==> src/verilog/pdaf_map.svh <==
// Constants for the port D alternate-function override block.
`ifndef PDAF_MAP_SVH
`define PDAF_MAP_SVH

// ------------------------------------------------------------------
// Pin positions
// ------------------------------------------------------------------
`define PDAF_PIN_PSC0A   0
`define PDAF_PIN_DIVCLK  1
`define PDAF_PIN_MISO    2
`define PDAF_PIN_TX      3
`define PDAF_PIN_RX      4
`define PDAF_PIN_EXTIRQ  6

// ------------------------------------------------------------------
// Widths, reset values and counts
// ------------------------------------------------------------------
`define PDAF_PORT_W      8
`define PDAF_PCINT_BASE  16
`define PDAF_CLK_DIV     2
`define PDAF_DIV_W       8
`define PDAF_RST_BYTE    8'h00
`define PDAF_RST_ONES    8'hFF

`endif

==> src/verilog/pdaf_pkg.sv <==
// Types shared by the port D alternate-function override block.
`default_nettype none
`include "pdaf_map.svh"

package pdaf_pkg;
    typedef logic [`PDAF_PORT_W-1:0] pdaf_pin_t;
endpackage

`default_nettype wire

==> src/verilog/pdaf_override.sv <==
// Port D alternate-function override: pin direction, value and pull-up.
`timescale 1ns/1ps
`default_nettype none
`include "pdaf_map.svh"

module pdaf_override #(
    parameter int                 CLK_DIV = `PDAF_CLK_DIV,
    parameter int                 DIV_W   = `PDAF_DIV_W
) (
    // Clock and resets
    input  wire logic             clk,
    input  wire logic             rst,
    input  wire logic             porRst,
    // Port registers
    input  wire pdaf_pkg::pdaf_pin_t directionBits,
    input  wire pdaf_pkg::pdaf_pin_t outBits,
    input  wire logic             pullUpDisable,
    // LIN/UART
    input  wire logic             uartRxEnable,
    input  wire logic             uartTxEnable,
    input  wire logic             uartTxData,
    // SPI on alternate pins
    input  wire logic             spiEnable,
    input  wire logic             spiMaster,
    input  wire logic             spiAltPins,
    input  wire logic             spiMasterOutData,
    input  wire logic             spiClockOut,
    input  wire logic             spiSlaveOutData,
    // Timers
    input  wire logic             timer0CompareEnable,
    input  wire logic             timer0CompareAOut,
    input  wire logic             timer1CompareEnable,
    input  wire logic             timer1CompareAOut,
    // Power stage controller
    input  wire logic             powerStageEnable0a,
    input  wire logic             powerStageOut0a,
    // Clock output fuse
    input  wire logic             clockOutputFuse,
    // Pins
    input  wire pdaf_pkg::pdaf_pin_t pinIn,
    output var  pdaf_pkg::pdaf_pin_t pinDrive,
    output var  pdaf_pkg::pdaf_pin_t pinOeN,
    output var  pdaf_pkg::pdaf_pin_t pullUpEnable,
    // Synchronised pin values to peripherals
    output var  pdaf_pkg::pdaf_pin_t pinValue,
    output var  pdaf_pkg::pdaf_pin_t pinChangeIrq,
    output var  logic             externalInterruptZero,
    output var  logic             timer1CaptureIn,
    output var  logic             uartRxData,
    output var  logic             spiSlaveSelectN,
    output var  logic             spiSlaveActive,
    output var  logic             spiMasterOutIn,
    output var  logic             spiClockIn,
    output var  logic             spiMasterIn,
    output var  logic             powerStageIn0,
    output var  logic             powerStageIn2
);
    import pdaf_pkg::*;

    // ------------------------------------------------------------------
    // Helpers
    // ------------------------------------------------------------------
    // Port-register pull-up: input direction, output bit one, not disabled.
    function automatic logic portPullUp(input logic dirBit,
                                        input logic outBit,
                                        input logic pud);
        portPullUp = ~dirBit & outBit & ~pud;
    endfunction

    // Pull-up of a pin that a peripheral has forced to input.
    function automatic logic forcedPullUp(input logic outBit,
                                          input logic pud);
        forcedPullUp = outBit & ~pud;
    endfunction

    // ------------------------------------------------------------------
    // Peripheral mode decode
    // ------------------------------------------------------------------
    wire logic spiAltOn     = spiEnable & spiAltPins;
    wire logic spiAltSlave  = spiAltOn & ~spiMaster;
    wire logic spiAltMaster = spiAltOn & spiMaster;

    // ------------------------------------------------------------------
    // Pin 4: UART receive, SPI clock, capture
    // ------------------------------------------------------------------
    wire logic p4Forced = uartRxEnable | spiAltSlave;
    wire logic p4Dir    = p4Forced ? 1'b0
                                   : directionBits[`PDAF_PIN_RX];
    wire logic p4Val    = (spiAltMaster & ~uartRxEnable)
                        ? spiClockOut : outBits[`PDAF_PIN_RX];
    wire logic p4Pu     = p4Forced
                        ? forcedPullUp(outBits[`PDAF_PIN_RX], pullUpDisable)
                        : portPullUp(directionBits[`PDAF_PIN_RX],
                                     outBits[`PDAF_PIN_RX], pullUpDisable);

    // ------------------------------------------------------------------
    // Pin 3: UART transmit, timer 0 compare A, SPI select and master-out
    // ------------------------------------------------------------------
    // The transmitter wins over the SPI so a running frame is never cut.
    wire logic p3Tx     = uartTxEnable;
    wire logic p3SpiIn  = ~p3Tx & spiAltSlave;
    wire logic p3SpiOut = ~p3Tx & spiAltMaster;
    wire logic p3Timer  = ~p3Tx & ~spiAltOn & timer0CompareEnable;
    wire logic p3Dir    = p3Tx    ? 1'b1
                        : p3SpiIn ? 1'b0
                        : directionBits[`PDAF_PIN_TX];
    wire logic p3Val    = p3Tx     ? uartTxData
                        : p3SpiOut ? spiMasterOutData
                        : p3Timer  ? timer0CompareAOut
                        : outBits[`PDAF_PIN_TX];
    wire logic p3Pu     = p3Tx ? 1'b0
                        : p3SpiIn
                        ? forcedPullUp(outBits[`PDAF_PIN_TX], pullUpDisable)
                        : portPullUp(directionBits[`PDAF_PIN_TX],
                                     outBits[`PDAF_PIN_TX], pullUpDisable);

    // ------------------------------------------------------------------
    // Pin 2: SPI master-in, timer 1 compare A
    // ------------------------------------------------------------------
    wire logic p2SpiIn  = spiAltMaster;
    wire logic p2SpiOut = spiAltSlave;
    wire logic p2Timer  = ~spiAltOn & timer1CompareEnable;
    wire logic p2Dir    = p2SpiIn ? 1'b0
                                  : directionBits[`PDAF_PIN_MISO];
    wire logic p2Val    = p2SpiOut ? spiSlaveOutData
                        : p2Timer  ? timer1CompareAOut
                        : outBits[`PDAF_PIN_MISO];
    wire logic p2Pu     = p2SpiIn
                        ? forcedPullUp(outBits[`PDAF_PIN_MISO], pullUpDisable)
                        : portPullUp(directionBits[`PDAF_PIN_MISO],
                                     outBits[`PDAF_PIN_MISO], pullUpDisable);

    // ------------------------------------------------------------------
    // Pin 0: power stage output 0A
    // ------------------------------------------------------------------
    wire logic p0Dir    = powerStageEnable0a
                        | directionBits[`PDAF_PIN_PSC0A];
    wire logic p0Val    = powerStageEnable0a ? powerStageOut0a
                                             : outBits[`PDAF_PIN_PSC0A];
    wire logic p0Pu     = ~powerStageEnable0a
                        & portPullUp(directionBits[`PDAF_PIN_PSC0A],
                                     outBits[`PDAF_PIN_PSC0A], pullUpDisable);

    // ------------------------------------------------------------------
    // Combined next values for every pin; pin 1 uses its lane only as a fallback
    // ------------------------------------------------------------------
    pdaf_pin_t dirNxt;
    pdaf_pin_t valNxt;
    pdaf_pin_t puNxt;

    genvar g;
    generate
        for (g = 0; g < `PDAF_PORT_W; g++) begin : gPin
            if (g == `PDAF_PIN_PSC0A) begin : gP0
                assign dirNxt[g] = p0Dir;
                assign valNxt[g] = p0Val;
                assign puNxt[g]  = p0Pu;
            end else if (g == `PDAF_PIN_MISO) begin : gP2
                assign dirNxt[g] = p2Dir;
                assign valNxt[g] = p2Val;
                assign puNxt[g]  = p2Pu;
            end else if (g == `PDAF_PIN_TX) begin : gP3
                assign dirNxt[g] = p3Dir;
                assign valNxt[g] = p3Val;
                assign puNxt[g]  = p3Pu;
            end else if (g == `PDAF_PIN_RX) begin : gP4
                assign dirNxt[g] = p4Dir;
                assign valNxt[g] = p4Val;
                assign puNxt[g]  = p4Pu;
            end else begin : gPlain
                // Pins 1, 5, 6 and 7 carry the plain port function; pin 1 is produced
                // separately and uses its lane only as the fuse-off fallback.
                assign dirNxt[g] = directionBits[g];
                assign valNxt[g] = outBits[g];
                assign puNxt[g]  = portPullUp(directionBits[g], outBits[g],
                                              pullUpDisable);
            end
        end
    endgenerate

    // ------------------------------------------------------------------
    // Pin registers on the system reset
    // ------------------------------------------------------------------
    // During reset every pin but pin 1 floats as an input with no pull-up.
    pdaf_pin_t drive_r;
    pdaf_pin_t oeN_r;
    pdaf_pin_t pu_r;

    always_ff @(posedge clk or posedge rst) begin
        if (rst) begin
            drive_r <= `PDAF_RST_BYTE;
            oeN_r   <= `PDAF_RST_ONES;
            pu_r    <= `PDAF_RST_BYTE;
        end else begin
            drive_r <= valNxt;
            oeN_r   <= ~dirNxt;
            pu_r    <= puNxt;
        end
    end

    // ------------------------------------------------------------------
    // Clock output divider on the power-on reset
    // ------------------------------------------------------------------
    // The divider, and pin 1 while the fuse is set, hang on the power-on reset
    // alone, so the divided clock keeps running while the system reset is held.
    localparam logic [DIV_W-1:0] DIV_LAST = DIV_W'(CLK_DIV - 1);

    logic [DIV_W-1:0] divCnt_r;
    logic             divTick;
    logic             divClk_r;
    logic             clkDrive_r;
    logic             clkOeN_r;
    logic             clkPu_r;

    assign divTick = (divCnt_r == DIV_LAST);

    always_ff @(posedge clk or posedge porRst) begin
        if (porRst) begin
            divCnt_r <= '0;
            divClk_r <= 1'b0;
        end else begin
            divCnt_r <= divTick ? '0 : divCnt_r + 1'b1;
            divClk_r <= divClk_r ^ divTick;
        end
    end

    wire logic divClkNxt = divClk_r ^ divTick;
    wire logic p1Fuse    = clockOutputFuse;
    wire logic p1Idle    = ~p1Fuse & rst;

    always_ff @(posedge clk or posedge porRst) begin
        if (porRst) begin
            clkDrive_r <= 1'b0;
            clkOeN_r   <= 1'b1;
            clkPu_r    <= 1'b0;
        end else if (p1Fuse) begin
            clkDrive_r <= divClkNxt;
            clkOeN_r   <= 1'b0;
            clkPu_r    <= 1'b0;
        end else if (p1Idle) begin
            clkDrive_r <= 1'b0;
            clkOeN_r   <= 1'b1;
            clkPu_r    <= 1'b0;
        end else begin
            clkDrive_r <= valNxt[`PDAF_PIN_DIVCLK];
            clkOeN_r   <= ~dirNxt[`PDAF_PIN_DIVCLK];
            clkPu_r    <= puNxt[`PDAF_PIN_DIVCLK];
        end
    end

    assign pinDrive = {drive_r[7:2], clkDrive_r, drive_r[0]};
    assign pinOeN   = {oeN_r[7:2], clkOeN_r, oeN_r[0]};
    // Comparator pins get no pull-up if their out bits are clear, their direction bits are set or pullUpDisable is set.
    assign pullUpEnable = {pu_r[7:2], clkPu_r, pu_r[0]};

    // ------------------------------------------------------------------
    // Input path
    // ------------------------------------------------------------------
    pdaf_pin_t syncPins;

    pdaf_sync #(
        .WIDTH   (`PDAF_PORT_W),
        .RST_VAL (`PDAF_RST_BYTE)
    ) uSync (
        .clk     (clk),
        .rst     (rst),
        .asyncIn (pinIn),
        .syncOut (syncPins)
    );

    // Peripheral inputs are held in flops so each output has a clean
    // source; this adds one cycle after the filter.
    always_ff @(posedge clk or posedge rst) begin
        if (rst) begin
            pinValue              <= `PDAF_RST_BYTE;
            pinChangeIrq          <= `PDAF_RST_BYTE;
            externalInterruptZero <= 1'b0;
            timer1CaptureIn       <= 1'b0;
            uartRxData            <= 1'b1;
            spiSlaveSelectN       <= 1'b1;
            spiSlaveActive        <= 1'b0;
            spiMasterOutIn        <= 1'b0;
            spiClockIn            <= 1'b0;
            spiMasterIn           <= 1'b0;
            powerStageIn0         <= 1'b0;
            powerStageIn2         <= 1'b0;
        end else begin
            pinValue              <= syncPins;
            // Bit i here is pin-change interrupt PDAF_PCINT_BASE plus i.
            pinChangeIrq          <= syncPins;
            externalInterruptZero <= syncPins[`PDAF_PIN_EXTIRQ];
            timer1CaptureIn       <= syncPins[`PDAF_PIN_RX];
            uartRxData            <= syncPins[`PDAF_PIN_RX];
            spiSlaveSelectN       <= syncPins[`PDAF_PIN_TX];
            spiSlaveActive        <= spiAltSlave
                                   & ~syncPins[`PDAF_PIN_TX];
            spiMasterOutIn        <= syncPins[`PDAF_PIN_TX];
            spiClockIn            <= syncPins[`PDAF_PIN_RX];
            spiMasterIn           <= syncPins[`PDAF_PIN_MISO];
            powerStageIn0         <= syncPins[`PDAF_PIN_DIVCLK];
            powerStageIn2         <= syncPins[`PDAF_PIN_MISO];
        end
    end

endmodule

`default_nettype wire

==> src/verilog/pdaf_sync.sv <==
// Three-stage input synchroniser with agreement filter.
`timescale 1ns/1ps
`default_nettype none

module pdaf_sync #(
    parameter int          WIDTH   = 8,
    parameter logic [7:0]  RST_VAL = 8'h00
) (
    // Clock and reset
    input  wire logic             clk,
    input  wire logic             rst,
    // Asynchronous inputs
    input  wire logic [WIDTH-1:0] asyncIn,
    // Filtered outputs
    output var  logic [WIDTH-1:0] syncOut
);

    logic [WIDTH-1:0] stage1_r;
    logic [WIDTH-1:0] stage2_r;
    logic [WIDTH-1:0] stage3_r;

    // ------------------------------------------------------------------
    // Synchroniser chain
    // ------------------------------------------------------------------
    // The first stage feeds only the second, so a metastable value never
    // reaches the agreement compare.
    always_ff @(posedge clk or posedge rst) begin
        if (rst) begin
            stage1_r <= RST_VAL[WIDTH-1:0];
            stage2_r <= RST_VAL[WIDTH-1:0];
            stage3_r <= RST_VAL[WIDTH-1:0];
        end else begin
            stage1_r <= asyncIn;
            stage2_r <= stage1_r;
            stage3_r <= stage2_r;
        end
    end

    // ------------------------------------------------------------------
    // Agreement filter
    // ------------------------------------------------------------------
    genvar i;
    generate
        for (i = 0; i < WIDTH; i++) begin : gFilt
            always_ff @(posedge clk or posedge rst) begin
                if (rst) begin
                    syncOut[i] <= RST_VAL[i];
                end else if (stage2_r[i] == stage3_r[i]) begin
                    syncOut[i] <= stage3_r[i];
                end
            end
        end
    endgenerate

endmodule

`default_nettype wire

==> config.mk <==
export PLATFORM = sky130hd
export DESIGN_NAME = pdaf_override
export DESIGN_NICKNAME = d
export VERILOG_FILES = /design/src/verilog/pdaf_pkg.sv /design/src/verilog/pdaf_override.sv /design/src/verilog/pdaf_sync.sv
export VERILOG_INCLUDE_DIRS = /design/src /design/src/verilog
export SDC_FILE = /design/constraint.sdc
export NUM_CORES = 1
export LEC_CHECK = 0
export ABC_CLOCK_PERIOD_IN_PS = 4200
export BUFFER_PORTS_ARGS = -buffer_cell sky130_fd_sc_hd__buf_2
export CAP_MARGIN = 5
export CORE_UTILIZATION = 50
export CTS_CLUSTER_DIAMETER = 40
export CTS_CLUSTER_SIZE = 16
export DETAILED_ROUTE_END_ITERATION = 12
export GPL_TIMING_DRIVEN = 0
export PLACE_DENSITY = 0.81
export SLEW_MARGIN = 30
export SYNTH_ARGS = -nofsm -noshare
export SYNTH_HDL_FRONTEND = slang
export SYNTH_HIERARCHICAL = 1
export SYNTH_SLANG_ARGS = --single-unit
==> constraint.sdc <==
create_clock -name clk -period 4.2 [get_ports clk]
set_input_delay 0.84 -clock clk [delete_from_list [all_inputs] [get_ports clk]]
set_output_delay 0.84 -clock clk [all_outputs]
set_load 0.1 [all_outputs]
Word level (Yosys, flattened, before mapping) --
Index checks and enable logic that the tools add are counted.
Operators by class: equal/unequal tests 9, bitwise gates (word level) 51, add/subtract/negate cells 1, multiplexer cells 22
Operators with widths (count):
- $and A1 B1 Y1 | 31
- $mux W1 | 21
- $not A1 Y1 | 16
- $add A8 B1 Y8 const B | 1
- $eq A1 B1 Y1 | 8
- $eq A8 B1 Y1 const B | 1
- $mux W8 | 1
- $not A8 Y8 | 1
- $or A1 B1 Y1 | 2
- $xor A1 B1 Y1 | 1
Storage, ports and cells: input bits 44, flip-flop bits (word level) 84, logic and storage cells 111

Depth between registers and ports, before layout --
depth in word-level cells 7, mapped depth 5, gate-level depth less buffers 5

Cells and area by module --
The synthesis kept the hierarchy.
By module, submodules not included:
- pdaf_override | instances 1, area each 1677.9 µm², cells each 122
- pdaf_sync | instances 1, area each 894.6 µm², cells each 41

Least setup slack after synthesis --
No wires, ideal clock.
path kind reg2out, start register pinChangeIrq[2], end output port pinChangeIrq[2], setup slack 2003 ps, required time 3360 ps, buffers on the path 1, data arrival time 1357 ps, stages on the path, launching flop included 2, cell sequence dfrtp_1 buf_4
RTL lines:
- from (decl) | RTL line pdaf_override.sv:46 | output var pdaf_pkg::pdaf_pin_t pinChangeIrq,
- from (signal assigned) | RTL line pdaf_override.sv:276 | pinChangeIrq <= `PDAF_RST_BYTE;
- from (signal assigned) | RTL line pdaf_override.sv:290 | pinChangeIrq <= syncPins;
No word-level cell between the ends.

Worst setup path in the final report --
start register clkOeN_r, end output port pinOeN[1]
RTL lines:
- from (decl) | RTL line pdaf_override.sv:212 | logic clkOeN_r;
- from (signal assigned) | RTL line pdaf_override.sv:246 | clkOeN_r <= ~dirNxt[`PDAF_PIN_DIVCLK];
- to (decl) | RTL line pdaf_override.sv:42 | output var pdaf_pkg::pdaf_pin_t pinOeN,
No word-level cell between the ends.

==> results.cfg <==
[route]
num_vias = 1537
drtIter0Drc = 44
vias_per_cell = 4.534
drcViolationCount = 0
wl_per_cell_um = 12.52
routed_wl_um = 4243
drt_pass1_iterations = 4
drt.antenna.violating_nets = 0

[setup_path]
arrival_ns = 1.35
cp_max_fo = 1
cp_cell_sequence = buf_4, buf_2
crit_path_start_kind = flip-flop
cpMaxStageDelayCell = dfstp_2
critPathKind = flip-flop to output pin
slowest_delay_ns = 0.52
cp-end-kind = output pin
worstPathRequired_ns = 3.36

[grt]
track_usage_pct = 17.05
grt_pass1_wl_um = 6499
grt_pass1_vias = 1489
grt_max_degree = 35
overflow = 0
antenna_found_initial = 0

[timing]
drv_slew = 0
timing.hold.ws_ns = 0.3511
setup_tns_ns = 0
fin_crit_sh_pct = 52.14
maxSlewHeadroom_pct = 54.33
finalSetupViolations = 0
finalHoldViolCount = 0
tightest_slew_ns = 0.6840
period_minus_slack_ns = 2.190
grt_setup_unrepaired = no
fin_worst_skew_ns = 0.009008
max_freq_mhz = 456.7

[cts]
numCtsBuffers = 9
cts_hold_buffers = 0
cts.htree.levels = 3
clockRootBuffer = clkbuf_8
cts_tree = yes
clock_path_buffers = 2
clock-sinks = 76
clk_latency_ns = 0.34
post_cts_buffers = 0
cts_resized = 0
clk_pin_slew_ns = 0.08

[final_layout]
drive_gt1_share_pct = 56.25
nNetsFinal = 313
diodes = 0
mostFrequentLayoutCell = buf_2
final_cell_mix = buf_2 (93), dfrtp_1 (66), buf_4 (18)
area_growth_pct = 28.89

[synthesis]
syn_area_um2 = 2572
synth.area.top_cells = dfrtp_1 (64%), dfstp_2 (10%), buf_4 (5.3%)
ys_ff_latch = 76
synth_top_area_share_pct = 64.20
yosysWarnings = 6
syn_area_per_cell_um2 = 15.78
synth_cell_types = 31
seq_area_frac_synth_pct = 74.42
synth_fp_nets = 209
synth_top_cell_by_area = dfrtp_1
synthCells = 163

[place]
port_buffers = 93
post-dp-hpwl_um = 3067
gp_congestion = 0.7367

[die]
chipHeight_um = 73.73
core_area_um2 = 4848
rows = 25
die_x_um = 73.73
boundaryPins = 94
start_util_pct = 53.06
fp.dieArea_um2 = 5436

[power_and_ir_drop]
power_leakage_uw = 0.001719
power_per_cell_area_nw_per_um2 = 520.4
ir_drop_v = 0.0004866

[hold_path]
hp-class = flip-flop to flip-flop

[status]
status = finished clean

[flow_run]
max_cap_viol_count = 0
[critical path, delay by kind of cell, from the launching register on]
kind	cells	cell delay (ns)
flops	1	0.52
buf+inv	2	0.50
[routing by layer]
layer / vias up / global-route usage [%] / share of wire [%]
met5: - / 0 / 0
met1: 739 / 18.39 / 41
met2: 58 / 29.05 / 51
met3: 8 / 5.213 / 5.2
li1: 732 / - / -
met4: 0 / 10.90 / 2.2
[per-stage QoR]
stage          cell area, um^2  utilization (%)  setup slack [ns]  instances  power [uW]
2_1_floorplan             2572                -             2.003        163        1140
3_3_place_gp              3122            64.39             1.826        323        1205
3_5_place_dp              3122            64.39             2.225        323        1212
4_1_cts                   3316            68.39             1.990        339        1750
5_1_grt                   3316            68.39             1.973        339        1792
6_report                  3316            68.39             2.010        339        1726
[path summary, 6_finish.rpt]
check	startpoint	endpoint	slack, ns	cells after the start
setup / recovery	clkOeN_r	pinOeN[1]	2.01	2
hold / removal	uSync/stage1_r[6]	uSync/stage2_r[6]	0.35	0
setup reg to reg	divCnt_r[1]	clkDrive_r	2.69	5
hold reg to reg	uSync/stage1_r[6]	uSync/stage2_r[6]	0.35	0
max in group asynchronous	rst	drive_r[7]	3.13	2
min in group asynchronous	porRst	clkPu_r	0.49	2
[area by class of cell]
class	instances	area, um^2
multi-input combinational	62	496.7
fill	376	1533
buffer	18	135.1
timing repair buffer	93	465.4
inverter	7	26.28
clock inverter	6	66.31
clock buffer	10	127.6
tap	67	83.83
sequential	76	1914
[registers in the layout (all words and copies together) (netlist names)]
signal / cells
uSync/stage1_r: 8
pinChangeIrq: 8
divCnt_r: 8
uSync/stage3_r: 8
uSync/syncOut: 8
clkPu_r: 1
clkDrive_r: 1
spiSlaveSelectN: 1
uSync/stage2_r: 8
uartRxData: 1
clkOeN_r: 1
oeN_r: 7
spiSlaveActive: 1
pu_r: 7
divClk_r: 1
drive_r: 7
[Yosys cell counts]
library cell,instances
dfrtp_1,66
buf_4,18
dfstp_2,10
maj3_2,8
inv_1,7
nor2_1,6
nand2_1,5
and3b_1,4
xnor2_1,4
a21oi_1,3
mux2_2,3
nand3_1,3
nor3b_1,3
and3_1,2
ha_1,2
mux2i_1,2
nand3b_1,2
xor2_1,2
a221o_1,1
and2_1,1
and3_2,1
nand4_1,1
nand4bb_1,1
nor2b_4,1
nor3_1,1
nor4_1,1
nor4b_1,1
o21ai_0,1
o221ai_1,1
or4b_4,1
xor2_2,1
[kinds of logic after synthesis]
logic type | count (synthesis) | share of synthesized area (%)
AO/OA/AOI/OAI | 6 | 1.508
XOR/XNOR | 7 | 2.675
adder cells (fa/ha/maj) | 10 | 4.475
buffers and inverters | 25 | 6.275
flip-flops | 76 | 74.42
multiplexers | 5 | 2.091
AND/OR/NAND/NOR | 34 | 8.560
[power by group]
part | switching [uW] | internal (uW)
registers | 19.1 | 777
logic | 326 | 72.2
clock network | 256 | 275
total | 600 | 1130
(Power assumes the default switching activity.)
